[src/hw/pemux_pkg.sv]
// Package with register map, field positions and reset values of the low port mux.
package pemux_pkg;
    localparam int PEMUX_PINS = 5;
    localparam logic [7:0] PEMUX_OFF_LATCH = 8'h00;
    localparam logic [7:0] PEMUX_OFF_DIR = 8'h04;
    localparam logic [7:0] PEMUX_OFF_READ = 8'h08;
    localparam logic [7:0] PEMUX_OFF_CFG = 8'h0C;
    localparam int PEMUX_CFG_EXT_DIS = 0;
    localparam int PEMUX_CFG_PAR_SEL = 1;
    localparam int PEMUX_CFG_REMAP = 2;
    localparam int PEMUX_CFG_REF_EN = 3;
    localparam int PEMUX_CFG_TRI_LSB = 8;
    localparam int PEMUX_CFG_DIV_LSB = 16;
    localparam int PEMUX_DIV_W = 8;
    localparam logic [4:0] PEMUX_LATCH_RST = 5'h00;
    localparam logic [4:0] PEMUX_DIR_RST = 5'h1F;
    localparam logic [4:0] PEMUX_OE_N_RST = 5'h1F;
    localparam logic [31:0] PEMUX_CFG_RST = 32'h00000007;
    localparam logic [31:0] PEMUX_CFG_MASK = 32'h00FF1F0F;
    localparam logic [PEMUX_DIV_W-1:0] PEMUX_DIV_RST = 8'h00;
endpackage

[src/hw/pemux_refclk_div.sv]
// Reference clock divider that derives the reference output from the system clock.
`timescale 1ns/1ps
module pemux_refclk_div #(
    parameter int DIV_W = 8
) (
    input wire logic hclk,
    input wire logic hresetn,
    input wire logic enable,
    input wire logic [DIV_W-1:0] divisor,
    output logic clk_out
);
    import pemux_pkg::*;

    logic [DIV_W-1:0] cnt_reg;
    logic [DIV_W-1:0] cnt_next;
    logic clk_reg;
    logic clk_next;

    // Toggle the output each time the count reaches the divisor; a divisor of zero halves hclk.
    always_comb begin
        cnt_next = cnt_reg;
        clk_next = clk_reg;
        if (!enable) begin
            cnt_next = PEMUX_DIV_RST;
            clk_next = 1'b0;
        end else if (cnt_reg >= divisor) begin
            cnt_next = PEMUX_DIV_RST;
            clk_next = ~clk_reg;
        end else begin
            cnt_next = cnt_reg + 1'b1;
        end
    end

    // Divider state registers.
    always_ff @(posedge hclk or negedge hresetn) begin
        if (!hresetn) begin
            cnt_reg <= PEMUX_DIV_RST;
            clk_reg <= 1'b0;
        end else begin
            cnt_reg <= cnt_next;
            clk_reg <= clk_next;
        end
    end

    assign clk_out = clk_reg;
endmodule

[src/hw/pemux_top.sv]
// Pin function multiplexer for the five low pins of the port, with an AHB-Lite register slave.
//
// The address map and the AHB-Lite slave port were left to the implementer.
`timescale 1ns/1ps
module pemux_top #(
    parameter bit EXT_BUS_PRESENT = 1'b1,
    parameter int PINS = 5
) (
    input wire logic hclk,
    input wire logic hresetn,
    input wire logic hsel,
    input wire logic [31:0] haddr,
    input wire logic [1:0] htrans,
    input wire logic hwrite,
    input wire logic [2:0] hsize,
    input wire logic [31:0] hwdata,
    input wire logic hready,
    output logic hreadyout,
    output logic hresp,
    output logic [31:0] hrdata,
    input wire logic [PINS-1:0] pin_in,
    output logic [PINS-1:0] pin_out,
    output logic [PINS-1:0] pin_oe_n,
    input wire logic [PINS-1:0] ext_bus_addr_data_out,
    input wire logic ext_bus_drive,
    output logic [PINS-1:0] ext_bus_data_in,
    input wire logic par_port_master,
    input wire logic [PINS-1:0] par_port_func_sel,
    input wire logic [PINS-1:0] par_port_out,
    output logic [1:0] par_port_strobe_in,
    input wire logic [PINS-1:0] pwm_chan_out,
    input wire logic [PINS-1:0] pwm_chan_en,
    input wire logic pwm_shutdown
);
    import pemux_pkg::*;

    logic [PINS-1:0] latch_reg, latch_next;
    logic [PINS-1:0] port_e_direction, dir_next;
    logic [31:0] cfg_reg, cfg_next;
    logic [PINS-1:0] port_e_pin_read, pin_read_next;
    logic [31:0] hrdata_reg, hrdata_next;
    logic wr_pend_reg, wr_pend_next;
    logic [7:0] addr_reg, addr_next;
    logic addr_phase;
    logic [PINS-1:0] out_reg, out_next;
    logic [PINS-1:0] oe_n_reg, oe_n_next;
    logic [PINS-1:0] ext_in_reg, ext_in_next;
    logic [1:0] strobe_in_reg, strobe_in_next;
    logic hready_reg, hresp_reg;
    logic ext_bus_disable, par_port_pin_select_cfg, pwm_remap_cfg, ref_en;
    logic [PINS-1:0] pwm_tri_cfg;
    logic ext_own;
    logic [PINS-1:0] pwm_own, par_own;
    logic ref_own;
    logic reference_clock_out;

    assign ext_bus_disable = cfg_reg[PEMUX_CFG_EXT_DIS];
    assign par_port_pin_select_cfg = cfg_reg[PEMUX_CFG_PAR_SEL];
    assign pwm_remap_cfg = cfg_reg[PEMUX_CFG_REMAP];
    assign ref_en = cfg_reg[PEMUX_CFG_REF_EN];
    assign pwm_tri_cfg = cfg_reg[PEMUX_CFG_TRI_LSB +: PINS];

    // Reference clock generator derived from hclk.
    pemux_refclk_div #(
        .DIV_W(PEMUX_DIV_W)
    ) u_refclk (
        .hclk(hclk),
        .hresetn(hresetn),
        .enable(ref_en),
        .divisor(cfg_reg[PEMUX_CFG_DIV_LSB +: PEMUX_DIV_W]),
        .clk_out(reference_clock_out)
    );

    assign ext_own = EXT_BUS_PRESENT && !ext_bus_disable;
    assign ref_own = ref_en;

    // Per-pin ownership and next output, resolved in priority order.
    for (genvar i = 0; i < PINS; i++) begin : g_pin
        logic routed;
        if (i >= 3) begin : g_remap
            assign routed = EXT_BUS_PRESENT ? pwm_remap_cfg : 1'b1;
        end else begin : g_fixed
            assign routed = 1'b1;
        end
        assign pwm_own[i] = pwm_chan_en[i] && !port_e_direction[i] && routed;
        assign par_own[i] = par_port_pin_select_cfg && par_port_func_sel[i];

        always_comb begin
            if (ext_own) begin
                out_next[i] = ext_bus_addr_data_out[i];
                oe_n_next[i] = !ext_bus_drive;
            end else if (pwm_own[i]) begin
                out_next[i] = pwm_chan_out[i];
                oe_n_next[i] = pwm_shutdown && pwm_tri_cfg[i];
            end else if (par_own[i]) begin
                out_next[i] = par_port_out[i];
                oe_n_next[i] = (i < 2) ? !par_port_master : 1'b0;
            end else if ((i == 3) && ref_own) begin
                out_next[i] = reference_clock_out;
                oe_n_next[i] = 1'b0;
            end else begin
                out_next[i] = latch_reg[i];
                oe_n_next[i] = port_e_direction[i];
            end
        end
    end

    // Input paths back to the bus and the parallel port, plus the port read value.
    always_comb begin
        pin_read_next = pin_in;
        ext_in_next = ext_own ? pin_in : '0;
        strobe_in_next = 2'b00;
        for (int k = 0; k < 2; k++) begin
            if (!ext_own && !pwm_own[k] && par_own[k] && !par_port_master) begin
                strobe_in_next[k] = pin_in[k];
            end
        end
    end

    // AHB-Lite address phase capture and register access.
    assign addr_phase = hsel && htrans[1] && hready;
    always_comb begin
        wr_pend_next = addr_phase && hwrite;
        addr_next = addr_phase ? haddr[7:0] : addr_reg;
        hrdata_next = hrdata_reg;
        latch_next = latch_reg;
        dir_next = port_e_direction;
        cfg_next = cfg_reg;
        if (addr_phase && !hwrite) begin
            case (haddr[7:0])
                PEMUX_OFF_LATCH: hrdata_next = 32'(latch_reg);
                PEMUX_OFF_DIR: hrdata_next = 32'(port_e_direction);
                PEMUX_OFF_READ: hrdata_next = 32'(port_e_pin_read);
                PEMUX_OFF_CFG: hrdata_next = cfg_reg;
                default: hrdata_next = 32'h00000000;
            endcase
        end
        if (wr_pend_reg) begin
            case (addr_reg)
                PEMUX_OFF_LATCH: latch_next = hwdata[PINS-1:0];
                PEMUX_OFF_DIR: dir_next = hwdata[PINS-1:0];
                PEMUX_OFF_CFG: cfg_next = hwdata & PEMUX_CFG_MASK;
                default: cfg_next = cfg_reg;
            endcase
        end
    end

    always_ff @(posedge hclk or negedge hresetn) begin
        if (!hresetn) begin
            latch_reg <= PEMUX_LATCH_RST;
            port_e_direction <= PEMUX_DIR_RST;
            cfg_reg <= PEMUX_CFG_RST;
            port_e_pin_read <= '0;
            hrdata_reg <= 32'h00000000;
            wr_pend_reg <= 1'b0;
            addr_reg <= 8'h00;
            out_reg <= '0;
            oe_n_reg <= PEMUX_OE_N_RST;
            ext_in_reg <= '0;
            strobe_in_reg <= 2'b00;
            hready_reg <= 1'b0;
            hresp_reg <= 1'b0;
        end else begin
            latch_reg <= latch_next;
            port_e_direction <= dir_next;
            cfg_reg <= cfg_next;
            port_e_pin_read <= pin_read_next;
            hrdata_reg <= hrdata_next;
            wr_pend_reg <= wr_pend_next;
            addr_reg <= addr_next;
            out_reg <= out_next;
            oe_n_reg <= oe_n_next;
            ext_in_reg <= ext_in_next;
            strobe_in_reg <= strobe_in_next;
            hready_reg <= 1'b1;
            hresp_reg <= 1'b0;
        end
    end

    // Registered outputs.
    assign hreadyout = hready_reg;
    assign hresp = hresp_reg;
    assign hrdata = hrdata_reg;
    assign pin_out = out_reg;
    assign pin_oe_n = oe_n_reg;
    assign ext_bus_data_in = ext_in_reg;
    assign par_port_strobe_in = strobe_in_reg;
endmodule

[config.mk]
export PLATFORM = sky130hd
export DESIGN_NAME = pemux_top
export DESIGN_NICKNAME = d
export VERILOG_FILES = /design/src/hw/pemux_pkg.sv /design/src/hw/pemux_refclk_div.sv /design/src/hw/pemux_top.sv
export SDC_FILE = /design/constraint.sdc
export NUM_CORES = 1
export LEC_CHECK = 0
export ABC_CLOCK_PERIOD_IN_PS = 2100
export BUFFER_PORTS_ARGS = -buffer_cell sky130_fd_sc_hd__clkbuf_2
export CORE_MARGIN = 8
export CORE_UTILIZATION = 35
export DETAILED_ROUTE_END_ITERATION = 10
export HOLD_SLACK_MARGIN = 0.03
export PLACE_DENSITY = 0.6
export REMOVE_ABC_BUFFERS = 1
export SYNTH_ARGS = -nofsm -noshare
export SYNTH_HDL_FRONTEND = slang
export SYNTH_HIERARCHICAL = 1
export SYNTH_SLANG_ARGS = --single-unit
[constraint.sdc]
create_clock -name hclk -period 2.1 [get_ports hclk]
set_input_delay 0.21 -clock hclk [delete_from_list [all_inputs] [get_ports hclk]]
set_output_delay 0.21 -clock hclk [all_outputs]
set_load 0.01 [all_outputs]
==> metrics.md, run 1 <==
| Metric | Value |
|---|---|
| Initial Utilization | 35.26% |
| Setup violators final | 0 |
| CTS max path bufs | 2 |
| Via count | 2899 |
| Tcrit/Tclk final | 87.08% |
| Antenna violations before repair | 0 |
| Final ANT Viol Nets | 0 |
| First-pass GRT wire length | 15.80 mm |
| Num CTS Buffers | 9 |
| FF-to-FF Start | addr_reg[0] |
| Nets | 565 |
| Port buffer count | 100 |
| Clk pin slew, worst setup/hold paths | 0.06 ns |
| Share of layout cells above drive strength 1 | 39.65% |
| DR iter-0 viols | 89 |
| DR pass1 iterations | 4 |
| Cell Area, Synth | 0.003958 mm^2 |
| Hpwl dp | 7.399 mm |
| CTS tree | yes |
| Yosys warns | 6 |
| Most numerous cell in the Yosys netlist | dfrtp_1 |
| Post-Route WL | 9.874 mm |
| Die Y | 122.3 um |
| Worst path slowest cell | or4_4 |
| Routability cong. | 0.8110 |
| Crit path buf inv count | 1 |
| PnR Total Power | 3.772 mW |
| Antenna cells | 0 |
| Critical path startpoint category | flip-flop |
| Max_cap viols | 0 |
| Register area share after synthesis | 54.79% |
| RSZ-0062 raised after global routing | no |
| Synthesized area per cell | 11.74 um^2 |
| Die W | 122.3 um |
| Largest net degree at the start of global routing | 50 |
| Post-synth cell types | 43 |
| Setup_tns | 0 ns |
| Area leader, netlist | dfrtp_1 |
| Drt via density | 4.856 |
| Ys flop type | dfrtp_1 |
| Worst Skew | 0.005692 ns |
| Area grow syn2layout | 25.48% |
| Crit path DAT | 2.04 ns |
| Post-route minimum period | 1.829 ns |
| Count of pins over their slew limit | 0 |
| Post-synth top cells | 73 x dfrtp_1, 35 x mux2_2, 34 x nand2_1 |
| CP peak stage delay | 0.56 ns |
| Yosys reg bits | 86 |
| Vias in the first global route | 2998 |
| Status | complete, no violations |
| PD cells | 759.6 mW/mm^2 |
| Clk sinks | 86 |
| Async S/R FF share, synth | 100.0% |
| Gates resized, CTS repair | 0 |
| Root buf cell | clkbuf_16 |
| H-tree Lvls | 3 |
| F_max | 0.5468 GHz |
| Global route overflow | 0 |
| Site row count | 39 |
| Final hold violations | 0 |
| Origin of the worst setup path | addr_reg[0] |
| Actual slew at the worst max-slew pin | 0.5280 ns |
| Synth top area cells | dfrtp_1 46%, mux2_2 10%, dfstp_2 8.6% |
| Clk_lat worst skew | 0.33 ns |
| Synth Instances | 337 |
| Critical-path maximum fanout | 17 |
| HP Class | input port to flip-flop |
| Max_slew headroom | 64.73% |
| Crit path kind | flip-flop to flip-flop |
| Largest register FFs | 18 |
| Filler instances | 1069 |
| DIE AREA | 0.01497 mm^2 |
| DRC viols | 0 |
| Post-synth EDFFs | 0 |
| CP Data Required Time | 2.31 ns |
| Wire per inst | 16.54 um |
| Crit-path leading delay family | simple AND/OR/NAND/NOR gates |
| Leak Pwr | 2.404 nW |
| Area of the core | 0.01122 mm^2 |
| Hold Startpoint | hwrite |
| Worst VDD drop | 0.4393 mV |
| Total GRT Usage | 13.56% |
| Endpoint class of the critical path | flip-flop |
| Yosys top cell area share | 46.16% |
| I/O pin count | 158 |
| Worst-path cell chain | or4_4, nor3_4, buf_12, mux2_2 |
## final timing paths
check                      slack (ns)            endpoint  cells after the start
setup / recovery                 0.27         cfg_reg[22]                      4
hold / removal                   0.10         wr_pend_reg                      3
setup reg to reg                 0.27         cfg_reg[22]                      4
hold reg to reg                  0.48          hrdata[21]                      2
max in group asynchronous        0.99         pin_oe_n[3]                      3
min in group asynchronous        0.42  ext_bus_data_in[0]                      2
## report_power, final
group	total (mW)	switching, mW	leakage (nW)	internal (mW)
Combinational	0.334	0.162	1.16	0.172
Sequential	1.81	0.0630	1.09	1.75
Clock	1.63	0.642	0.152	0.987
Total	3.77	0.867	2.40	2.91
## cells by family (layout without fill, tap and decap cells)
group	after synthesis	after routing	share of synthesized area (%)
multiplexers	41	41	12.74
other	2	16	0.1898
flip-flops	86	86	54.79
AO/OA/AOI/OAI	51	51	8.757
adder cells (fa/ha/maj)	9	9	2.845
XOR/XNOR	6	6	1.328
AND/OR/NAND/NOR	101	101	13.75
buffers and inverters	41	144	5.596
## placed cells by master, fill, tap and decap left out, types with 3 or more instances in the layout
master         Yosys  layout
a21bo_2            4       4
a22o_1             5       5
a31oi_1            4       4
and3_1             9       9
and3b_1            4       4
buf_4             15       4
clkbuf_16          0       9
clkbuf_2           0      99
conb_1             2      16
dfrtp_1           73      73
dfstp_2           13      13
dlygate4sd3_1      0       6
ha_1               9       9
inv_1             17      17
mux2_2            35      35
mux4_2             4       4
nand2_1           34      34
nand2b_1           3       3
nand3_1           10      10
nand3b_1           4       4
nand4_1            3       3
nand4b_1           3       3
nor2_1            16      16
nor2b_1            6       6
o211a_1            3       3
o21ai_0           21      21
o22ai_1            4       4
xnor2_1            3       3
xor2_1             3       3
## metrics by stage
stage	hold WS (ns)	instances	util, %	worst slack (ns)	area, um^2
after floorplan	-0.08559	327	-	0.1603	3852
after global placement	0.2123	575	40.96	0.2933	4597
after detailed placement	0.2164	575	40.96	0.2649	4597
after CTS	0.08615	597	44.25	0.2515	4966
after global routing	0.1072	597	44.25	0.1840	4966
final	0.1003	597	44.25	0.2712	4966
## area by class of cell
class	count	area, um^2	share of cell area, %
inverter	17	63.81	1.285
timing repair buffer	111	625.6	12.60
sequential	86	2168	43.66
multi-input combinational	224	1620	32.63
clock buffer	11	252.7	5.089
tap	143	178.9	3.603
clock inverter	5	56.30	1.134
## layer usage
| layer | up-vias | GRT usage [%] | wire length [um] | share of wire [%] |
|---|---|---|---|---|
| li1 | 1381 | - | - | - |
| met1 | 1444 | 17.21 | 4249 | 43 |
| met2 | 65 | 22.34 | 4924 | 50 |
| met3 | 9 | 2.898 | 580 | 5.9 |
| met4 | 0 | 5.027 | 119 | 1.2 |
| met5 | - | 0 | 0 | 0 |
## worst min-delay path, delay by kind of cell
kind	cells	cell delay, ns
and+or+nand+nor	1	0.04
buffers and inverters	2	0.14
## repair_timing
action,in CTS,in global routing
setup buffers,0,0
endpoints found under the hold margin,35,0
hold buffers,6,0
setup endpoints to repair,0,0
(Power assumes the default switching activity.)
==> inputs of run 2 (changes only) <==
--- a/config.mk
+++ b/config.mk
@@ -5,6 +5,7 @@
 export SDC_FILE = /design/constraint.sdc
 export NUM_CORES = 1
 export LEC_CHECK = 0
+export ABC_AREA = 1
 export ABC_CLOCK_PERIOD_IN_PS = 2100
 export BUFFER_PORTS_ARGS = -buffer_cell sky130_fd_sc_hd__clkbuf_2
 export CORE_MARGIN = 8
==> run 2 against run 1 <==
  * Clock power about the same
  * Global-route usage increased by 1.1 points
  * Combinational power increased by 150%
  * Highest routed layer unchanged
  * Hold slack got worse by 0.0018 ns
  * Register-to-register slack improved by 0.21 ns
==> metrics.md, run 2 <==
| Metric | Value |
|---|---|
| Status | complete, no violations (unchanged) |
| DIE AREA | 0.01520 mm^2 (was 0.01497 mm^2) |
| I/O pin count | 158 (unchanged) |
| Via count | 3402 (was 2899) |
| Post-synth top cells | 121 x nand2_1, 73 x dfrtp_1, 52 x inv_1 (was 73 x dfrtp_1, 35 x mux2_2, 34 x nand2_1) |
| Yosys top cell area share | 45.33% (was 46.16%) |
| Critical-path maximum fanout | 21 (was 17) |
| Max_cap viols | 0 (unchanged) |
| Yosys warns | 6 (unchanged) |
| Clk sinks | 86 (unchanged) |
| Area grow syn2layout | 24.31% (was 25.48%) |
| Setup violators final | 0 (unchanged) |
| Async S/R FF share, synth | 100.0% (unchanged) |
| Yosys reg bits | 86 (unchanged) |
| PnR worst setup slack | 0.4829 ns (was 0.2712 ns) |
| Die Y | 123.3 um (was 122.3 um) |
| Met3 WL post-DR | 990 um (was 580 um) |
| Area of the core | 0.01132 mm^2 (was 0.01122 mm^2) |
| Num CTS Buffers | 9 (unchanged) |
| HP Class | input port to flip-flop (unchanged) |
| Crit path DAT | 1.81 ns (was 2.04 ns) |
| Most numerous cell in the Yosys netlist | nand2_1 (was dfrtp_1) |
| Post-synth cell types | 31 (was 43) |
| FF-to-FF setup slack | 0.48 ns (was 0.27 ns) |
| Synth top area cells | dfrtp_1 45%, nand2_1 11%, dfstp_2 8.5% (was dfrtp_1 46%, mux2_2 10%, dfstp_2 8.6%) |
| Initial Utilization | 35.60% (was 35.26%) |
| DRC viols | 0 (unchanged) |
| CP Data Required Time | 2.29 ns (was 2.31 ns) |
| Antenna cells | 0 (unchanged) |
| Endpoint class of the critical path | flip-flop (unchanged) |
| Clk_lat worst skew | 0.33 ns (about the same) |
| Tcrit/Tclk final | 77.01% (was 87.08%) |
| H-tree Lvls | 3 (unchanged) |
| FF-to-FF Start | addr_reg[1] (was addr_reg[0]) |
| Commonest non-fill, non-tap cell in the layout | nand2_1 (was clkbuf_2) |
| Largest register FFs | 18 (unchanged) |
| Synth Instances | 465 (was 337) |
| Worst R2R Path Depth | 5 (was 4) |
| Setup_tns | 0 ns (unchanged) |
| Total GRT Usage | 14.65% (was 13.56%) |
| Die W | 123.3 um (was 122.3 um) |
| Routability cong. | 0.8317 (was 0.8110) |
| Vias in the first global route | 3483 (was 2998) |
| Area leader, netlist | dfrtp_1 (unchanged) |
| Worst VDD drop | 0.3301 mV (was 0.4393 mV) |
| Hold Crit Depth | 3 (unchanged) |
| Leak Pwr | 2.835 nW (was 2.404 nW) |
| Final Non-Filler Cells | 722 (was 597) |
| First-pass GRT wire length | 17.44 mm (was 15.80 mm) |
| Port buffer count | 100 (unchanged) |
| PD cells | 920.5 mW/mm^2 (was 759.6 mW/mm^2) |
| CTS max path bufs | 2 (unchanged) |
| Global route overflow | 0 (unchanged) |
| Wire per inst | 14.73 um (was 16.54 um) |
| Max Used Layer | met4 (unchanged) |
| Placed Cells | 700 (was 575) |
| Area post-placement | 0.004638 mm^2 (was 0.004597 mm^2) |
| Max_slew headroom | 47.46% (was 64.73%) |
| Site row count | 39 (unchanged) |
| Post-route minimum period | 1.617 ns (was 1.829 ns) |
| DR iter-0 viols | 226 (was 89) |
| Root buf cell | clkbuf_16 (unchanged) |
| Antenna violations before repair | 0 (unchanged) |
| Register area share after synthesis | 53.80% (was 54.79%) |
| Final ANT Viol Nets | 0 (unchanged) |
| Crit path kind | flip-flop to flip-flop (unchanged) |
| Cell Area, Synth | 0.004030 mm^2 (was 0.003958 mm^2) |
| Met2 WL | 4.832 mm (was 4.924 mm) |
| Critical path startpoint category | flip-flop (unchanged) |
| R2r endpoint | cfg_reg[3] (was cfg_reg[22]) |
| Share of layout cells above drive strength 1 | 25.22% (was 39.65%) |
| Commonest cells after routing, fill and taps aside | 121 x nand2_1, 99 x clkbuf_2, 73 x dfrtp_1, 52 x inv_1, 48 x nor2_1 (was 99 x clkbuf_2, 73 x dfrtp_1, 35 x mux2_2, 34 x nand2_1, 21 x o21ai_0) |
| Final hold violations | 0 (unchanged) |
| Gates resized, CTS repair | 0 (unchanged) |
| Actual slew at the worst max-slew pin | 0.7861 ns (was 0.5280 ns) |
| Met1 wire length | 4.655 mm (was 4.249 mm) |
| RSZ-0062 raised after global routing | no (unchanged) |
| CTS tree | yes (unchanged) |
| Ys flop type | dfrtp_1 (unchanged) |
| Count of pins over their slew limit | 0 (unchanged) |
| Largest net degree at the start of global routing | 43 (was 50) |
| Hold EP | wr_pend_reg (unchanged) |
| Place WS | 0.4762 ns (was 0.2649 ns) |
| DR pass1 iterations | 4 (unchanged) |
| Hpwl dp | 8.081 mm (was 7.399 mm) |
| F_max | 0.6184 GHz (was 0.5468 GHz) |
| Drt via density | 4.712 (was 4.856) |
| Worst Skew | 0.007558 ns (was 0.005692 ns) |
| Clk pin slew, worst setup/hold paths | 0.06 ns (about the same) |
| Nets | 690 (was 565) |
| Synthesized area per cell | 8.667 um^2 (was 11.74 um^2) |
| Post-Route WL | 10.63 mm (was 9.874 mm) |
| Design area | 0.005010 mm^2 (was 0.004966 mm^2) |
| Post-synth EDFFs | 0 (unchanged) |
| Hold Startpoint | hwrite (unchanged) |
==> run 2: metal layers <==
layer	up-vias	track usage [%]
met4	0	5.192
met5	-	0
li1	1685	-
met3	13	4.703
met1	1602	18.50
met2	102	23.15
==> run 2: through the flow <==
| stage | power, mW | utilization, % | hold WS [ns] |
|---|---|---|---|
| floorplan | 2.648 | - | -0.08559 |
| global placement | 2.965 | 40.97 | 0.1092 |
| detailed placement | 3.003 | 40.97 | 0.1069 |
| CTS | 4.666 | 44.25 | 0.08946 |
| global route | 4.908 | 44.25 | 0.1043 |
| finish | 4.611 | 44.25 | 0.09852 |
==> run 2: how the worst max path moves through the flow <==
stage	end	slack, ns	from
floorplan	cfg_reg[3]	0.62	addr_reg[1]
global placement	cfg_reg[3]	0.49	addr_reg[1]
detailed placement	cfg_reg[3]	0.48	addr_reg[1]
CTS	cfg_reg[3]	0.47	addr_reg[1]
global route	u_refclk/clk_out	0.32	u_refclk/cnt_reg[0]
finish	cfg_reg[3]	0.48	addr_reg[1]
==> run 2: cells by family (layout without fill, tap and decap cells) <==
logic type	count (synthesis)	count (layout)	synth area share, %
AO/OA/AOI/OAI	57	57	8.631
flip-flops	86	86	53.80
adder cells (fa/ha/maj)	9	9	2.794
AND/OR/NAND/NOR	229	229	24.71
XOR/XNOR	3	3	0.6521
other	2	16	0.1863
buffers and inverters	79	179	9.221
==> run 2: report_power, final <==
| group | total [mW] | switching, mW | internal (mW) |
|---|---|---|---|
| Sequential | 2.14 | 0.215 | 1.93 |
| Clock | 1.64 | 0.647 | 0.992 |
| Combinational | 0.832 | 0.476 | 0.356 |
==> run 2: layout make-up <==
cell class,instances,area (um^2)
clock buffer,12,256.5
clock inverter,4,55.05
fill,1155,6311
inverter,52,195.2
multi-input combinational,314,1543
sequential,86,2168
tap,143,178.9
timing repair buffer,111,613.1
==> run 2: worst max-delay path, stage by stage, from the launching register on <==
cell	delay, ns
dfrtp_1	0.38
or2_4	0.28
nor2_4	0.09
nand2_1	0.47
nand2_1	0.18
o21ai_1	0.08
==> run 2: repair_timing <==
action	in CTS	in global routing
hold endpoints to repair	21	0
buffers inserted	0	0
hold buffers	6	0
==> inputs of run 3 (changes only) <==
--- a/config.mk
+++ b/config.mk
@@ -6,13 +6,13 @@
 export NUM_CORES = 1
 export LEC_CHECK = 0
 export ABC_AREA = 1
-export ABC_CLOCK_PERIOD_IN_PS = 2100
+export ABC_CLOCK_PERIOD_IN_PS = 1350
 export BUFFER_PORTS_ARGS = -buffer_cell sky130_fd_sc_hd__clkbuf_2
 export CORE_MARGIN = 8
 export CORE_UTILIZATION = 35
 export DETAILED_ROUTE_END_ITERATION = 10
 export HOLD_SLACK_MARGIN = 0.03
-export PLACE_DENSITY = 0.6
+export PLACE_DENSITY = 0.62
 export REMOVE_ABC_BUFFERS = 1
 export SYNTH_ARGS = -nofsm -noshare
 export SYNTH_HDL_FRONTEND = slang
==> constraint.sdc (replaced) <==
create_clock -name hclk -period 1.35 [get_ports hclk]
set_input_delay 0.135 -clock hclk [delete_from_list [all_inputs] [get_ports hclk]]
set_output_delay 0.135 -clock hclk [all_outputs]
set_load 0.01 [all_outputs]
==> run 3 against run 2 <==
  * Hold slack got worse by 0.065 ns
  * Utilization rose by 6.4 points
  * Setup slack got worse by 0.61 ns
  * Sequential power rose by 52%
  * The flow now finishes with violations (setup timing)
  * Critical endpoint is now u_refclk/cnt_reg[7]
==> metrics.md, run 3 (synthesized netlist as in run 2, its figures left out) <==
| Metric | Value |
|---|---|
| Crit path buf inv count | 2 (was 0) |
| HP Class | input port to flip-flop (unchanged) |
| DIE AREA | 0.01520 mm^2 (unchanged) |
| Endpoint class of the critical path | flip-flop (unchanged) |
| F_max | 0.6763 GHz (was 0.6184 GHz) |
| CP peak stage delay | 0.38 ns (was 0.47 ns) |
| I/O pin count | 158 (unchanged) |
| CTS tree | yes (unchanged) |
| Share of layout cells above drive strength 1 | 35.76% (was 25.22%) |
| Antenna violations before repair | 0 (unchanged) |
| CP Data Required Time | 1.62 ns (was 2.29 ns) |
| Die W | 123.3 um (unchanged) |
| Hpwl dp | 8.330 mm (was 8.081 mm) |
| Failing checks | setup timing |
| Status | finished, violations left (was complete, no violations) |
| Routability cong. | 0.8695 (was 0.8317) |
| Site row count | 39 (unchanged) |
| Clk_lat worst skew | 0.34 ns (was 0.33 ns) |
| DR pass1 iterations | 5 (was 4) |
| H-tree Lvls | 3 (unchanged) |
| Port buffer count | 100 (unchanged) |
| Max_slew headroom | 66.42% (was 47.46%) |
| FF-to-FF Start | cfg_reg[16] (was addr_reg[1]) |
| Largest net degree at the start of global routing | 30 (was 43) |
| Clk pin slew, worst setup/hold paths | 0.07 ns (was 0.06 ns) |
| First-pass GRT wire length | 17.83 mm (was 17.44 mm) |
| Num CTS Buffers | 9 (unchanged) |
| Hold EP | pin_out[1] (was wr_pend_reg) |
| Setup violators final | 30 (was 0) |
| R2r endpoint | u_refclk/cnt_reg[7] (was cfg_reg[3]) |
| DR iter-0 viols | 238 (was 226) |
| Count of pins over their slew limit | 0 (unchanged) |
| Crit path DAT | 1.75 ns (was 1.81 ns) |
| Post-route minimum period | 1.479 ns (was 1.617 ns) |
| PnR worst setup slack | -0.1285 ns (was 0.4829 ns) |
| Nets | 743 (was 690) |
| Drt via density | 4.724 (was 4.712) |
| Final ANT Viol Nets | 0 (unchanged) |
| Worst-path cell chain | ha_1, inv_1, nand2_1, nand2_1, nand2_1, nand2_1, nand2_1, nand2_2, buf_6, nand3_2, nor2_2 (was or2_4, nor2_4, nand2_1, nand2_1, o21ai_1) |
| Global route overflow | 0 (unchanged) |
| Final hold violations | 0 (unchanged) |
| RSZ-0062 raised after global routing | yes (was no) |
| Worst Skew | 0.008881 ns (was 0.007558 ns) |
| Leak Pwr | 3.120 nW (was 2.835 nW) |
| Crit-path leading delay family | simple AND/OR/NAND/NOR gates (unchanged) |
| Total GRT Usage | 14.98% (was 14.65%) |
| Initial Utilization | 35.60% (unchanged) |
| Antenna cells | 0 (unchanged) |
| Die Y | 123.3 um (unchanged) |
| Commonest cells after routing, fill and taps aside | 99 x clkbuf_2, 95 x nand2_1, 72 x dfrtp_1, 51 x inv_1 (was 121 x nand2_1, 99 x clkbuf_2, 73 x dfrtp_1, 52 x inv_1, 48 x nor2_1) |
| Min Hold Slack | 0.03374 ns (was 0.09852 ns) |
| Area grow syn2layout | 42.25% (was 24.31%) |
| CTS max path bufs | 2 (unchanged) |
| Max_cap viols | 0 (unchanged) |
| Wire per inst | 14.99 um (was 14.73 um) |
| Tcrit/Tclk final | 109.5% (was 77.01%) |
| Worst VDD drop | 0.6108 mV (was 0.3301 mV) |
| Worst R2R Path Depth | 11 (was 5) |
| Clk sinks | 86 (unchanged) |
| Via count | 3661 (was 3402) |
| Post-Route WL | 11.62 mm (was 10.63 mm) |
| Largest register FFs | 18 (unchanged) |
| Vias in the first global route | 3667 (was 3483) |
| Area of the core | 0.01132 mm^2 (unchanged) |
| Place WS | -0.09161 ns (was 0.4762 ns) |
| Commonest non-fill, non-tap cell in the layout | clkbuf_2 (was nand2_1) |
| Hold Startpoint | ext_bus_addr_data_out[1] (was hwrite) |
| Filler instances | 1072 (was 1155) |
| Crit path kind | flip-flop to flip-flop (unchanged) |
| FF-to-FF setup slack | -0.13 ns (was 0.48 ns) |
| CP most frequent cell | nand2_1 (unchanged) |
| Placed Cells | 725 (was 700) |
| Worst path slowest cell | dfrtp_1 (was nand2_1) |
| Critical path startpoint category | flip-flop (unchanged) |
| Actual slew at the worst max-slew pin | 0.5024 ns (was 0.7861 ns) |
| PD cells | 1311 mW/mm^2 (was 920.5 mW/mm^2) |
| Critical-path maximum fanout | 3 (was 21) |
| DRC viols | 0 (unchanged) |
| Hold Crit Depth | 3 (unchanged) |
| Final Non-Filler Cells | 775 (was 722) |
| Root buf cell | clkbuf_16 (unchanged) |
## run 3: changes by cell type in the layout (fill, tap and decap cells not counted), moves of 7 or more
cell,change
nand2_4,+7
dlygate4sd3_1,+17
nor2_1,-9
nand2_1,-26
buf_4,+21
nor2_2,+9
nand2_2,+19
## run 3: what timing repair did
action	4_1_cts	5_1_grt
hold endpoints to repair	53	0
gates cloned	0	4
buffers inserted	2	5
resized for setup	11	58
hold buffers	23	0
setup endpoints to repair	16	48
pin swaps	6	18
## run 3: final cells by class
cell class	count	area [um^2]	share of cell area, %
Timing Repair Buffer	162	1160	20.23
Inverter	52	195.2	3.405
Multi-Input combinational cell	316	1742	30.38
Clock buffer	9	225.2	3.928
Tap cell	143	178.9	3.121
Clock inverter	7	62.56	1.091
Sequential cell	86	2170	37.84
## run 3: worst max-delay path by stage
stage                                    from             endpoint  slack, ns  depth (start not counted)
after floorplan                   addr_reg[1]           cfg_reg[3]      -0.13                          5
after global placement            cfg_reg[16]     u_refclk/clk_out      -0.06                         11
after detailed placement          cfg_reg[16]     u_refclk/clk_out      -0.09                         11
after CTS                 u_refclk/cnt_reg[0]  u_refclk/cnt_reg[7]      -0.07                         12
after global routing              cfg_reg[16]  u_refclk/cnt_reg[7]      -0.26                         11
final                             cfg_reg[16]  u_refclk/cnt_reg[7]      -0.13                         11
## run 3: worst reg2reg max path, stage by stage, from the launching register on
cell and delay (ns):
dfrtp_1 0.38, ha_1 0.29, inv_1 0.05, nand2_1 0.04, nand2_1 0.05, nand2_1 0.05, nand2_1 0.06, nand2_1 0.06
nand2_2 0.14, buf_6 0.12, nand3_2 0.05, nor2_2 0.10
## run 3: power by group
group / internal, mW / switching, mW
sequential: 2.99 / 0.267
clock: 1.29 / 1.15
combinational: 0.849 / 0.962
total: 5.14 / 2.38
## run 3: metrics by stage
| step | util, % | total power [mW] | area (um^2) | TNS (ns) |
|---|---|---|---|---|
| floorplan | - | 4.119 | 3906 | -1.847 |
| global placement | 42.96 | 4.808 | 4863 | -0.1596 |
| detailed placement | 42.96 | 4.862 | 4863 | -0.6855 |
| CTS | 48.04 | 7.416 | 5439 | -0.3138 |
| global route | 50.64 | 7.942 | 5733 | -4.436 |
| finish | 50.64 | 7.515 | 5733 | -1.824 |
## run 3: routing by layer
metal  part of all wire [%]  GRT usage [%]
met5                      0              0
met4                    1.3          5.869
met3                    8.5          4.110
met2                     46          23.15
met1                     44          19.58
